`src/logic/rmsrx_pkg.sv`:
```
// Register map, field positions, reset values, timing counts and state type
// of the radio mode sequencer. Assumes a single 50 MHz digital clock.
// Summary of operation
// - Finished correction is subtracted from carrier frequency
// - Auto mode launches correction on receiver enable
// - Manual mode: host start bit launches correction
// - Auto-clear drops old correction before each auto-mode run
// - Correction bandwidth applies while correction runs
// - Low-index mode adds offset field times 488 Hz
// - Low-index startup uses two measure and relock passes
// - Temperature measurement only from standby or synthesizer
// - Temperature code rises one per degree drop
// - Temperature running flag clears within 100 us
// - Timeout if no threshold flag within start limit
// - Timeout after threshold limit once flag rose
// - Mode field decodes sleep, standby, synth, transmit, receive
// - Listen enable overrides the mode field
// - Ordered wake-up unless sequencer disable is set
// - Sleep to transmit passes standby, synthesizer, lock
// - Transmit: amplifier regulator, ramp, then bit clock
// - Synthesizer lock shown high on a pin
// - Error measurement spans four bit periods, signed
// - Mode-ready and transmit-ready indications to host
package rmsrx_pkg;
  localparam int CLK_HZ = 50_000_000;
  localparam int AW = 6;

  localparam logic [5:0] OFS_OPMODE = 6'h00;
  localparam logic [5:0] OFS_AFC = 6'h04;
  localparam logic [5:0] OFS_LOWOFS = 6'h08;
  localparam logic [5:0] OFS_FRF = 6'h0C;
  localparam logic [5:0] OFS_AFCVAL = 6'h10;
  localparam logic [5:0] OFS_FEI = 6'h14;
  localparam logic [5:0] OFS_TEMP = 6'h18;
  localparam logic [5:0] OFS_TIMEOUT = 6'h1C;
  localparam logic [5:0] OFS_BW = 6'h20;
  localparam logic [5:0] OFS_BITDIV = 6'h24;
  localparam logic [5:0] OFS_STATUS = 6'h28;

  localparam int OP_MODE_LSB = 0;
  localparam int OP_SEQDIS = 3;
  localparam int OP_LISTEN = 4;
  localparam int AFC_AUTO = 0;
  localparam int AFC_CLR = 1;
  localparam int AFC_LOWIX = 2;
  localparam int AFC_START = 3;
  localparam int AFC_BUSY = 4;
  localparam int TEMP_START = 0;
  localparam int TEMP_RUN = 1;
  localparam int TEMP_VAL_LSB = 8;
  localparam int TO_START_LSB = 0;
  localparam int TO_THR_LSB = 8;
  localparam int BW_RX_LSB = 0;
  localparam int BW_AFC_LSB = 8;
  localparam int ST_MODE_RDY = 0;
  localparam int ST_TX_RDY = 1;
  localparam int ST_TIMEOUT = 2;
  localparam int ST_LOCK = 3;
  localparam int ST_STATE_LSB = 8;

  localparam logic [2:0] MODE_RST = 3'h1;
  localparam logic [15:0] BITDIV_RST = 16'h28B1;
  localparam logic [7:0] BW_RX_RST = 8'h55;
  localparam logic [7:0] BW_AFC_RST = 8'h8B;
  localparam logic [23:0] FRF_RST = 24'h000000;
  localparam logic [7:0] TEMP_ZERO = 8'h80;

  localparam int TEMP_MAX_US = 100;
  localparam int TEMP_MAX_CYC = TEMP_MAX_US * (CLK_HZ / 1_000_000);
  localparam int FEI_BITS = 4;
  localparam int LOW_IDX_HZ = 488;
  localparam int FSTEP_HZ = 61;

  localparam int EN_W = 7;
  localparam int EN_XO = 0;
  localparam int EN_SYN = 1;
  localparam int EN_PAREG = 2;
  localparam int EN_RAMP = 3;
  localparam int EN_TX = 4;
  localparam int EN_RX = 5;
  localparam int EN_LST = 6;

  localparam int SY_N = 5;
  localparam int SY_XO = 0;
  localparam int SY_PLL = 1;
  localparam int SY_PAREG = 2;
  localparam int SY_RAMP = 3;
  localparam int SY_RSSI = 4;

  typedef enum logic [3:0] {
    S_SLEEP, S_STBY, S_FS, S_TXREG, S_TXRAMP, S_TX, S_RX, S_LISTEN
  } rmsrx_seq_e;
endpackage

```
`src/logic/rmsrx_top.sv`:
```
// Mode sequencer with frequency correction, temperature and receive timeout.
// Assumes analog status pins are asynchronous; measurement results are on sys_clk.
module rmsrx_top #(
  parameter int TEMP_CYC = rmsrx_pkg::TEMP_MAX_CYC,
  parameter int FW = 24
) (
  // Clock, reset, enable
  input wire logic sys_clk,
  input wire logic reset_n,
  input wire logic clk_en,
  // Register port
  input wire logic [rmsrx_pkg::AW-1:0] reg_addr,
  input wire logic [31:0] reg_wdata,
  input wire logic reg_wr,
  input wire logic reg_rd,
  output logic [31:0] reg_rdata,
  // Analog status pins
  input wire logic xo_ready_pin,
  input wire logic pll_lock_pin,
  input wire logic pa_reg_ready_pin,
  input wire logic pa_ramp_done_pin,
  input wire logic signal_threshold_flag,
  // Measurement results
  input wire logic [15:0] measured_freq_error,
  input wire logic temp_done_in,
  input wire logic [7:0] temp_celsius_in,
  // Block enables
  output logic xo_en,
  output logic synth_en,
  output logic pa_reg_en,
  output logic pa_ramp_en,
  output logic tx_en,
  output logic rx_en,
  output logic listen_active,
  output logic temp_adc_en,
  output logic fei_start,
  // Indications and data
  output logic bit_clock_output,
  output logic pll_lock_out,
  output logic mode_ready_irq,
  output logic transmit_ready_irq,
  output logic timeout_irq,
  output logic [7:0] rx_bw_sel,
  output logic [FW-1:0] frf_out
);
  import rmsrx_pkg::*;

  localparam int TW = $clog2(TEMP_CYC + 1);

  typedef struct packed {
    rmsrx_seq_e st;
    logic [2:0] mode;
    logic seq_dis;
    logic listen;
    logic auto_on;
    logic auto_clr;
    logic lowix;
    logic [7:0] lowofs;
    logic [FW-1:0] frf;
    logic [15:0] afcval;
    logic [15:0] freq_error_indicator;
    logic [7:0] to_start;
    logic [7:0] to_thr;
    logic [7:0] bw_rx;
    logic [7:0] bw_afc;
    logic [7:0] bw_sel;
    logic [7:0] temp_val;
    logic [15:0] bitdiv;
    logic [15:0] bitcnt;
    logic bclk;
    logic [SY_N-1:0] sync1;
    logic [SY_N-1:0] sync2;
    logic afc_busy;
    logic [2:0] afc_bits;
    logic afc_pass;
    logic afc_relock;
    logic fei_go;
    logic temp_run;
    logic [TW-1:0] temp_cnt;
    logic rssi_seen;
    logic [3:0] sub16;
    logic [7:0] units;
    logic to_flag;
    logic [EN_W-1:0] en;
    logic [31:0] rdata;
  } rmsrx_state_s;

  localparam rmsrx_state_s RST = '{st: S_SLEEP, mode: MODE_RST, frf: FRF_RST[FW-1:0],
    bw_rx: BW_RX_RST, bw_afc: BW_AFC_RST, bw_sel: BW_RX_RST, bitdiv: BITDIV_RST, default: '0};

  rmsrx_state_s r;
  rmsrx_state_s n;
  rmsrx_seq_e tgt;
  rmsrx_seq_e fall;
  logic [SY_N-1:0] pins;
  logic tick;
  logic afc_cmd;
  logic [15:0] ofs_steps;
  logic [15:0] corr;
  logic [7:0] lim;
  logic [31:0] rd;

  function automatic rmsrx_seq_e mode_state(input logic [2:0] m);
    case (m)
      3'h0: mode_state = S_SLEEP;
      3'h2: mode_state = S_FS;
      3'h3: mode_state = S_TX;
      3'h4: mode_state = S_RX;
      default: mode_state = S_STBY;
    endcase
  endfunction

  function automatic logic [EN_W-1:0] en_of(input rmsrx_seq_e s);
    en_of = {EN_W{1'b0}};
    en_of[EN_XO] = (s != S_SLEEP);
    en_of[EN_SYN] = s inside {S_FS, S_TXREG, S_TXRAMP, S_TX, S_RX};
    en_of[EN_PAREG] = s inside {S_TXREG, S_TXRAMP, S_TX};
    en_of[EN_RAMP] = s inside {S_TXRAMP, S_TX};
    en_of[EN_TX] = (s == S_TX);
    en_of[EN_RX] = (s == S_RX);
    en_of[EN_LST] = (s == S_LISTEN);
  endfunction

  assign pins = {signal_threshold_flag, pa_ramp_done_pin, pa_reg_ready_pin, pll_lock_pin, xo_ready_pin};
  assign tgt = r.listen ? S_LISTEN : mode_state(r.mode);
  assign fall = (tgt == S_TX || tgt == S_RX) ? S_FS : tgt;
  // Greater-or-equal so that a smaller divider written mid-period cannot stall the tick until wrap
  assign tick = (r.bitcnt >= r.bitdiv - 16'h0001);
  assign afc_cmd = reg_wr && (reg_addr == OFS_AFC) && reg_wdata[AFC_START];
  assign ofs_steps = 16'((32'(r.lowofs) * LOW_IDX_HZ) / FSTEP_HZ);
  assign corr = measured_freq_error + ((r.lowix && !r.afc_pass) ? ofs_steps : 16'h0000);
  assign lim = r.rssi_seen ? r.to_thr : r.to_start;

  always_comb begin
    n = r;
    n.fei_go = 1'b0;
    n.sync1 = pins;
    n.sync2 = r.sync1;
    n.bitcnt = tick ? 16'h0000 : r.bitcnt + 16'h0001;
    n.rdata = reg_rd ? rd : 32'h00000000;
    if (reg_wr) begin
      case (reg_addr)
        OFS_OPMODE: begin
          n.mode = reg_wdata[OP_MODE_LSB +: 3];
          n.seq_dis = reg_wdata[OP_SEQDIS];
          n.listen = reg_wdata[OP_LISTEN];
        end
        OFS_AFC: begin
          n.auto_on = reg_wdata[AFC_AUTO];
          n.auto_clr = reg_wdata[AFC_CLR];
          n.lowix = reg_wdata[AFC_LOWIX];
        end
        OFS_LOWOFS: n.lowofs = reg_wdata[7:0];
        OFS_FRF: n.frf = reg_wdata[FW-1:0];
        OFS_TIMEOUT: begin
          n.to_start = reg_wdata[TO_START_LSB +: 8];
          n.to_thr = reg_wdata[TO_THR_LSB +: 8];
        end
        OFS_BW: begin
          n.bw_rx = reg_wdata[BW_RX_LSB +: 8];
          n.bw_afc = reg_wdata[BW_AFC_LSB +: 8];
        end
        OFS_BITDIV: n.bitdiv = reg_wdata[15:0];
        OFS_STATUS: if (reg_wdata[ST_TIMEOUT]) n.to_flag = 1'b0;
        default: ;
      endcase
    end

    // Mode sequencer
    if (r.st != tgt) begin
      if (r.seq_dis) begin
        n.st = tgt;
      end else begin
        unique case (r.st)
          S_SLEEP: n.st = S_STBY;
          S_STBY: begin
            if (tgt == S_SLEEP || tgt == S_LISTEN) n.st = tgt;
            else if (r.sync2[SY_XO]) n.st = S_FS;
          end
          S_FS: begin
            if (!(tgt inside {S_TX, S_RX})) n.st = tgt;
            else if (r.sync2[SY_PLL]) n.st = (tgt == S_TX) ? S_TXREG : S_RX;
          end
          S_TXREG: begin
            if (tgt != S_TX) n.st = fall;
            else if (r.sync2[SY_PAREG]) n.st = S_TXRAMP;
          end
          S_TXRAMP: begin
            if (tgt != S_TX) n.st = fall;
            else if (r.sync2[SY_RAMP]) n.st = S_TX;
          end
          S_TX, S_RX, S_LISTEN: n.st = fall;
          default: n.st = S_SLEEP;
        endcase
      end
    end
    n.en = en_of(n.st);
    n.bclk = (n.st == S_TX) && (n.bitcnt < {1'b0, r.bitdiv[15:1]});

    // Frequency correction
    if (n.st != S_RX) begin
      n.afc_busy = 1'b0;
    end else if (!r.afc_busy) begin
      if ((r.st != S_RX && r.auto_on) || (r.st == S_RX && afc_cmd && !r.auto_on)) begin
        n.afc_busy = 1'b1;
        n.afc_bits = 3'h0;
        n.afc_pass = 1'b0;
        n.afc_relock = 1'b0;
        n.fei_go = 1'b1;
        // Without auto-clear the correction keeps accumulating from the corrected carrier
        if (r.auto_on && r.auto_clr) begin
          n.frf = r.frf + FW'($signed(r.afcval));
          n.afcval = 16'h0000;
        end
      end
    end else if (r.afc_relock) begin
      if (tick && r.sync2[SY_PLL]) begin
        if (r.lowix && !r.afc_pass) begin
          n.afc_pass = 1'b1;
          n.afc_bits = 3'h0;
          n.afc_relock = 1'b0;
          n.fei_go = 1'b1;
        end else begin
          n.afc_busy = 1'b0;
        end
      end
    end else if (tick) begin
      if (r.afc_bits == 3'(FEI_BITS - 1)) begin
        n.freq_error_indicator = measured_freq_error;
        n.frf = r.frf - FW'($signed(corr));
        n.afcval = r.afcval + corr;
        n.afc_relock = 1'b1;
      end else begin
        n.afc_bits = r.afc_bits + 3'h1;
      end
    end
    n.bw_sel = n.afc_busy ? n.bw_afc : n.bw_rx;

    // Temperature measurement
    if (!r.temp_run) begin
      if (reg_wr && reg_addr == OFS_TEMP && reg_wdata[TEMP_START] && (r.st == S_STBY || r.st == S_FS)) begin
        n.temp_run = 1'b1;
        n.temp_cnt = '0;
      end
    end else if (temp_done_in) begin
      n.temp_val = TEMP_ZERO - temp_celsius_in;
      n.temp_run = 1'b0;
    end else if (r.temp_cnt == TW'(TEMP_CYC - 1)) begin
      n.temp_run = 1'b0;
    end else begin
      n.temp_cnt = r.temp_cnt + 1'b1;
    end

    // Receive timeout
    if (n.st != S_RX || r.st != S_RX) begin
      n.rssi_seen = 1'b0;
      n.sub16 = 4'h0;
      n.units = 8'h00;
    end else if (r.sync2[SY_RSSI] && !r.rssi_seen) begin
      n.rssi_seen = 1'b1;
      n.sub16 = 4'h0;
      n.units = 8'h00;
    end else if (tick && lim != 8'h00 && r.units != lim) begin
      n.sub16 = r.sub16 + 4'h1;
      if (r.sub16 == 4'hF) begin
        n.units = r.units + 8'h01;
        if (r.units + 8'h01 == lim) n.to_flag = 1'b1;
      end
    end
  end

  always_comb begin
    rd = 32'h00000000;
    case (reg_addr)
      OFS_OPMODE: begin
        rd[OP_MODE_LSB +: 3] = r.mode;
        rd[OP_SEQDIS] = r.seq_dis;
        rd[OP_LISTEN] = r.listen;
      end
      OFS_AFC: begin
        rd[AFC_AUTO] = r.auto_on;
        rd[AFC_CLR] = r.auto_clr;
        rd[AFC_LOWIX] = r.lowix;
        rd[AFC_BUSY] = r.afc_busy;
      end
      OFS_LOWOFS: rd[7:0] = r.lowofs;
      OFS_FRF: rd[FW-1:0] = r.frf;
      OFS_AFCVAL: rd[15:0] = r.afcval;
      OFS_FEI: rd[15:0] = r.freq_error_indicator;
      OFS_TEMP: begin
        rd[TEMP_RUN] = r.temp_run;
        rd[TEMP_VAL_LSB +: 8] = r.temp_val;
      end
      OFS_TIMEOUT: begin
        rd[TO_START_LSB +: 8] = r.to_start;
        rd[TO_THR_LSB +: 8] = r.to_thr;
      end
      OFS_BW: begin
        rd[BW_RX_LSB +: 8] = r.bw_rx;
        rd[BW_AFC_LSB +: 8] = r.bw_afc;
      end
      OFS_BITDIV: rd[15:0] = r.bitdiv;
      OFS_STATUS: begin
        rd[ST_MODE_RDY] = mode_ready_irq;
        rd[ST_TX_RDY] = transmit_ready_irq;
        rd[ST_TIMEOUT] = r.to_flag;
        rd[ST_LOCK] = r.sync2[SY_PLL];
        rd[ST_STATE_LSB +: 4] = r.st;
      end
      default: ;
    endcase
  end

  always_ff @(posedge sys_clk or negedge reset_n) begin
    if (!reset_n) begin
      r <= RST;
    end else if (clk_en) begin
      r <= n;
    end
  end

  assign reg_rdata = r.rdata;
  assign xo_en = r.en[EN_XO];
  assign synth_en = r.en[EN_SYN];
  assign pa_reg_en = r.en[EN_PAREG];
  assign pa_ramp_en = r.en[EN_RAMP];
  assign tx_en = r.en[EN_TX];
  assign rx_en = r.en[EN_RX];
  assign listen_active = r.en[EN_LST];
  assign temp_adc_en = r.temp_run;
  assign fei_start = r.fei_go;
  assign bit_clock_output = r.bclk;
  assign pll_lock_out = r.sync2[SY_PLL];
  assign mode_ready_irq = (r.st == tgt);
  assign transmit_ready_irq = (r.st == S_TX);
  assign timeout_irq = r.to_flag;
  assign rx_bw_sel = r.bw_sel;
  assign frf_out = r.frf;
endmodule

```
`config.mk`:
```
export PLATFORM = sky130hd
export DESIGN_NAME = rmsrx_top
export DESIGN_NICKNAME = d
export VERILOG_FILES = /design/src/logic/rmsrx_pkg.sv /design/src/logic/rmsrx_top.sv
export SDC_FILE = /design/constraint.sdc
export NUM_CORES = 1
export LEC_CHECK = 0
export ABC_AREA = 0
export BUFFER_PORTS_ARGS = -buffer_cell sky130_fd_sc_hd__buf_4
export CORE_AREA = 5 5 252 254
export DETAILED_ROUTE_END_ITERATION = 7
export DIE_AREA = 0 0 257 259
export SLEW_MARGIN = 40
export SYNTH_ARGS = -nofsm -noshare
export SYNTH_HDL_FRONTEND = slang
export SYNTH_SLANG_ARGS = --single-unit
export TNS_END_PERCENT = 10
```
`constraint.sdc`:
```
create_clock -name sys_clk -period 13.7 [get_ports sys_clk]
set_input_delay 2.055 -clock sys_clk [delete_from_list [all_inputs] [get_ports sys_clk]]
set_output_delay 2.055 -clock sys_clk [all_outputs]
set_load 0.005 [all_outputs]
```
# == Word-level counts from Yosys, hierarchy flattened ==
# Cells that the tools add are included.
# word_totals
ramBits,0
mem_bits_ro,0
elab_cells,232
in_bits,73
latchBits,0
mem_count,0
register_bits,241
# op_classes
order_cmp,2
div,1
bitwise_logic,2
reduce_logical,55
mux,74
multipliers,1
eq_ne,51
shift,0
n_addsub,11
# ops
op,count
$mux 56,4
$mux 40,3
$mux 16,5
$mux 24,3
$mux 13,4
$eq 4x3->1 const B,11
$mux 4,11
$add 16x16->16,2
$div 17x6->32 const B,1
$pmux 4 s8,1
$mux 14,2
$pmux 4 s7,1
$add 24x24->24,1
$eq 6x5->1 const B,4
$mux 8,3
$pmux 4 s6,1
$reduce_and 3->1,8
$sub 24x24->24,1
$mux 7,3
$pmux 3 s7,1
$pmux 1 s10,2
$eq 6x6->1 const B,3
$mux 1,18
$pmux 1 s9,2
50 further kinds,102

# == Logic depth before layout (Yosys ltp) ==
# logic_depth
depth_word,14
depth_mapped,80

# == Worst setup path before layout ==
# No wires, ideal clock.
# synth_timing
kind,register to register
startpoint,register r[222] (netlist name)
endpoint,"register r, in the netlist frf_out[22]"
t_required_ns,13.575
arrival_ns,15.052
path_stages_with_launch,76
setup_slack_ns,-1.477
setup_ns,0.125
cell_sequence,dfrtp_1 clkbuf_1 inv_1 fa_1 inv_1 fa_1 inv_1 fa_1 inv_1 ha_1 buf_4 nor2b_4 o22ai_2 xor2_2 o211a_4 o41ai_2 o21ai_2 o31ai_4 [... 40 more ...] a21oi_1 o21bai_1 a21oi_1 o21bai_1 a21oi_1 nor2b_1 o22ai_1 nand2_1 nor3_1 a21oi_1 o21ai_0 nor2_1 a21oi_1 xnor2_1 o22ai_1 nand2_1 o221ai_1 mux2_2
# synth_via
elab_chain_len,10
# synth_lines
item,line,text
start: declaration,rmsrx_top.sv:91,rmsrx_state_s r;
start signal: assignment,rmsrx_top.sv:318,r <= n;
$mul 8x6->14,rmsrx_top.sv:130,assign ofs_steps = 16'((32'(r.lowofs) * LOW_IDX_HZ) / FSTEP_HZ);
$div 17x6->32,rmsrx_top.sv:130,
$mux 16,rmsrx_top.sv:131,assign corr = measured_freq_error + ((r.lowix && !r.afc_pass) ? ofs_steps : 16'h0000);
$add 16x16->16,rmsrx_top.sv:131,
$sub 24x24->24,rmsrx_top.sv:230,n.frf = r.frf - FW'($signed(corr));
$mux 56,rmsrx_top.sv:228,if (r.afc_bits == 3'(FEI_BITS - 1)) begin
$mux 56,rmsrx_top.sv:227,end else if (tick) begin
$mux 56,rmsrx_top.sv:216,end else if (r.afc_relock) begin
$mux 40,rmsrx_top.sv:203,end else if (!r.afc_busy) begin
$mux 56,rmsrx_top.sv:201,if (n.st != S_RX) begin
# No other way between the ends. The select of a mux whose other input is x is not followed.
# A chain may end at the register's enable or synchronous reset.

# == Worst setup path after layout ==
# layout_timing
startpoint,register r[223] (netlist name)
endpoint,"register r, in the netlist frf_out[20]"
# Same word-level chain as after synthesis.

==> summary.txt <==
Run status
  – Outcome: finished, violations left
  – Failing checks: DRC, setup timing

Synthesis
  – Syn Inst Count: 2441
  – Asr flop ratio synth: 100%
  – Sequential share of the synthesized area: 27.7%
  – Syn Std Cell Area: 21100 sq um
  – Synth Warn #: 0
  – Yosys reg bits: 233
  – Yosys cell types: 126
  – Ys flop type: dfrtp_1
  – Average cell area after synthesis: 8.66 sq um
  – Number of synthesized flops with an enable pin: 0

Clocking
  – Worst-Skew Late Latency: 570 ps
  – Num CTS Buffers: 25
  – Total clock sinks: 233
  – Worst-path clk slew: 70 ps
  – CTS tree: built
  – Root buf cell: clkbuf_16
  – CTS H-Tree Depth: 1
  – CTS Buffer Depth: 3

Global routing
  – Total GRT Usage: 20.6%
  – First-pass GRT wire length: 113000 microns
  – Largest net degree at the start of global routing: 74
  – GR Overflow Total: 0
  – Vias in the first global route: 20300
  – Initial antenna violation count: 1

Hold path
  – Hold path startpoint: fei_start$_DFFE_PN0P_
  – Hold WC Path Type: reg -> reg
  – Hold path endpoint: fei_start$_DFFE_PN0P_
  – Hold Crit Depth: 1

Timing
  – Slew @ Worst Pin: 875 ps
  – Slew HR: 41.4%
  – Final Max Tran Viols: 0
  – Fmax: 67.2 MHz
  – Setup violators final: 11
  – Final Hold Viols: 0
  – Setup Skew: 17.3 ps
  – Unrepaired setup endpoints after global routing: yes
  – PnR worst setup slack: -1180 ps
  – Fin crit period: 14880 ps
  – Fin crit share: 109%

Drt
  – First-pass iteration count of the detailed router: 8
  – Via count: 20100
  – Per-cell routed wire length: 20.1 microns
  – DR DRC count: 1
  – Iter 0 DRT Violations: 1577
  – Routed vias/inst: 5.55
  – Routed Antenna Nets: 0
  – Final WL: 72800 microns

Floorplan
  – Die Outline Area: 66600 sq um
  – Chip height: 259 microns
  – # rows: 91
  – Starting Density: 34.6%
  – IO Pins: 151
  – Core Area: 61000 sq um
  – Die width: 257 microns

Critical path
  – CP Data Arrival Time: 15310 ps
  – Worst Path Max Fanout: 7
  – Worst EP required: 14140 ps
  – Reg-to-Reg Start: r[223]$_DFFE_PN0P_
  – Setup crit start kind: register
  – Nature of the critical path endpoint: register
  – Worst R2R Path Depth: 74
  – R2r endpoint: frf_out[20]$_DFFE_PN0P_
  – Setup Crit Path Kind: reg -> reg
  – R2R Setup Slk: -1180 ps
  – Largest stage delay, worst path: 580 ps
  – Slowest stage cell, crit path: fa_2

Place
  – # placed instances: 3529
  – Detailed Place HPWL: 55300 microns
  – RePlAce Congestion: 0.924
  – PortBufs: 134

Power
  – Design Power: 6950 uW
  – Peak VDD IR: 0.372 mV
  – Cell leakage power: 0.0127 uW
  – Pwr dens: 255 nW/um^2

Cells and area
  – Nets: 3050
  – Share of cells above drive strength 1: 33.7%
  – Area Overhead vs Synth: 29.2%
  – Final Util: 44.8%
  – Fill cells: 5919
  – Final Non-Filler Cells: 3628

Job
  – # Max-Cap Violations: 0
worst max-delay path: cells and delay by family, from the launching register on:
family	cells	cell delay, ps
DFF	1	420
buffers and inverters	12	1220
adders and majority gates	9	3370
and+or+nand+nor	14	2620
AOI/OAI and AO/OA	35	6380
muxes	2	430
xor gates and xnor gates	2	270
what timing repair did:
action / CTS / global route
resized for setup: 91 / 136
endpoints found under the setup margin: 18 / 23
pin swaps: 45 / 121
buffers inserted: 15 / 42
hold endpoints to repair: 0 / 0
hold buffers: 0 / 0
layout by cell type, fill, tap and decap left out, types with 33 or more instances in the layout:
cell type	n
xnor2_1	94
nor3_1	34
dfrtp_1	214
nor2_1	162
mux2_2	109
a21o_1	53
a21oi_1	116
buf_4	497
a21oi_2	33
nand2_1	209
inv_1	134
mux2i_1	53
xor2_1	44
ha_1	124
nand3_1	53
o21ai_0	156
area by class of cell:
class | instances | area (sq um) | area share, %
repair buffers | 518 | 4010 | 14.7
clock inverters | 13 | 186 | 0.683
flip-flops and latches | 233 | 5850 | 21.4
multi-input cells | 1890 | 15000 | 55.0
clock buffers | 32 | 672 | 2.46
inverters | 151 | 572 | 2.09
diodes | 1 | 2.50 | 0.00916
well taps | 790 | 988 | 3.62
logic make-up after synthesis:
family	after synthesis	synth area share (%)
buffers and inverters	325	7.07
adders and majority gates	159	10.2
DFF	233	27.7
xor gates and xnor gates	163	6.97
other	1	0.0177
AOI/OAI and AO/OA	708	23.1
and+or+nand+nor	674	15.3
muxes	178	9.59
metrics by stage:
stage                     setup slack [ps]  TNS (ps)  cell area [sq um]  hold slack (ps)
after CTS                            -1240     -9190              26400              489
final                                -1180     -8770              27300              487
after global routing                 -1800    -18280              27300              522
after global placement               -1430    -12070              24900              472
after floorplan                       -646     -2770              21400              449
after detailed placement             -1600    -14670              25000              474
registers in the layout (all words and copies together), names as in the netlist:
signal and count:
rx_en 1, listen_active 1, tx_en 1, timeout_irq 1, fei_start 1, xo_en 1, synth_en 1, pa_ramp_en 1
n 5, r 160, temp_adc_en 1, pa_reg_en 1, frf_out 24, pll_lock_out 1, reg_rdata 24, rx_bw_sel 8
bit_clock_output 1
Yosys cell counts (all sizes together), types with 21 or more instances:
library cell	number	area, sq um
nand3	58	295
a21oi	154	801
ha	136	1700
xor2	47	419
mux2i	57	571
nor3	46	245
a21o	55	413
buf	90	612
dfrtp	214	5360
and3	21	131
xnor2	116	1050
nand4	21	138
nand2	216	811
a22oi	23	178
o21bai	34	255
mux2	113	1280
inv	150	563
nor2	171	652
or3	23	144
clkbuf	84	317
o211ai	22	170
fa	22	440
o21ai	184	925
nand2b	29	189
a31oi	24	150
report_power, final:
part	internal [uW]	switching, uW
Sequential	758	103
Clock	425	306
Combinational	2730	2640
routing by layer:
layer	routed length (microns)	track usage, %
met5	0	0
met4	2770	7.16
met3	3790	2.41
met2	35600	36.2
met1	30700	26.5
how the worst max path moves through the flow:
| stage | startpoint | endpoint | slack, ps | cells past startpoint |
|---|---|---|---|---|
| floorplan | r[222]$_DFFE_PN0P_ | frf_out[22]$_DFFE_PN0P_ | -650 | 76 |
| global placement | r[223]$_DFFE_PN0P_ | frf_out[20]$_DFFE_PN0P_ | -1430 | 76 |
| detailed placement | r[223]$_DFFE_PN0P_ | frf_out[20]$_DFFE_PN0P_ | -1600 | 73 |
| CTS | r[223]$_DFFE_PN0P_ | frf_out[20]$_DFFE_PN0P_ | -1240 | 80 |
| global route | r[223]$_DFFE_PN0P_ | frf_out[22]$_DFFE_PN0P_ | -1800 | 79 |
| finish | r[223]$_DFFE_PN0P_ | frf_out[20]$_DFFE_PN0P_ | -1180 | 74 |
(Power assumes the default switching activity.)
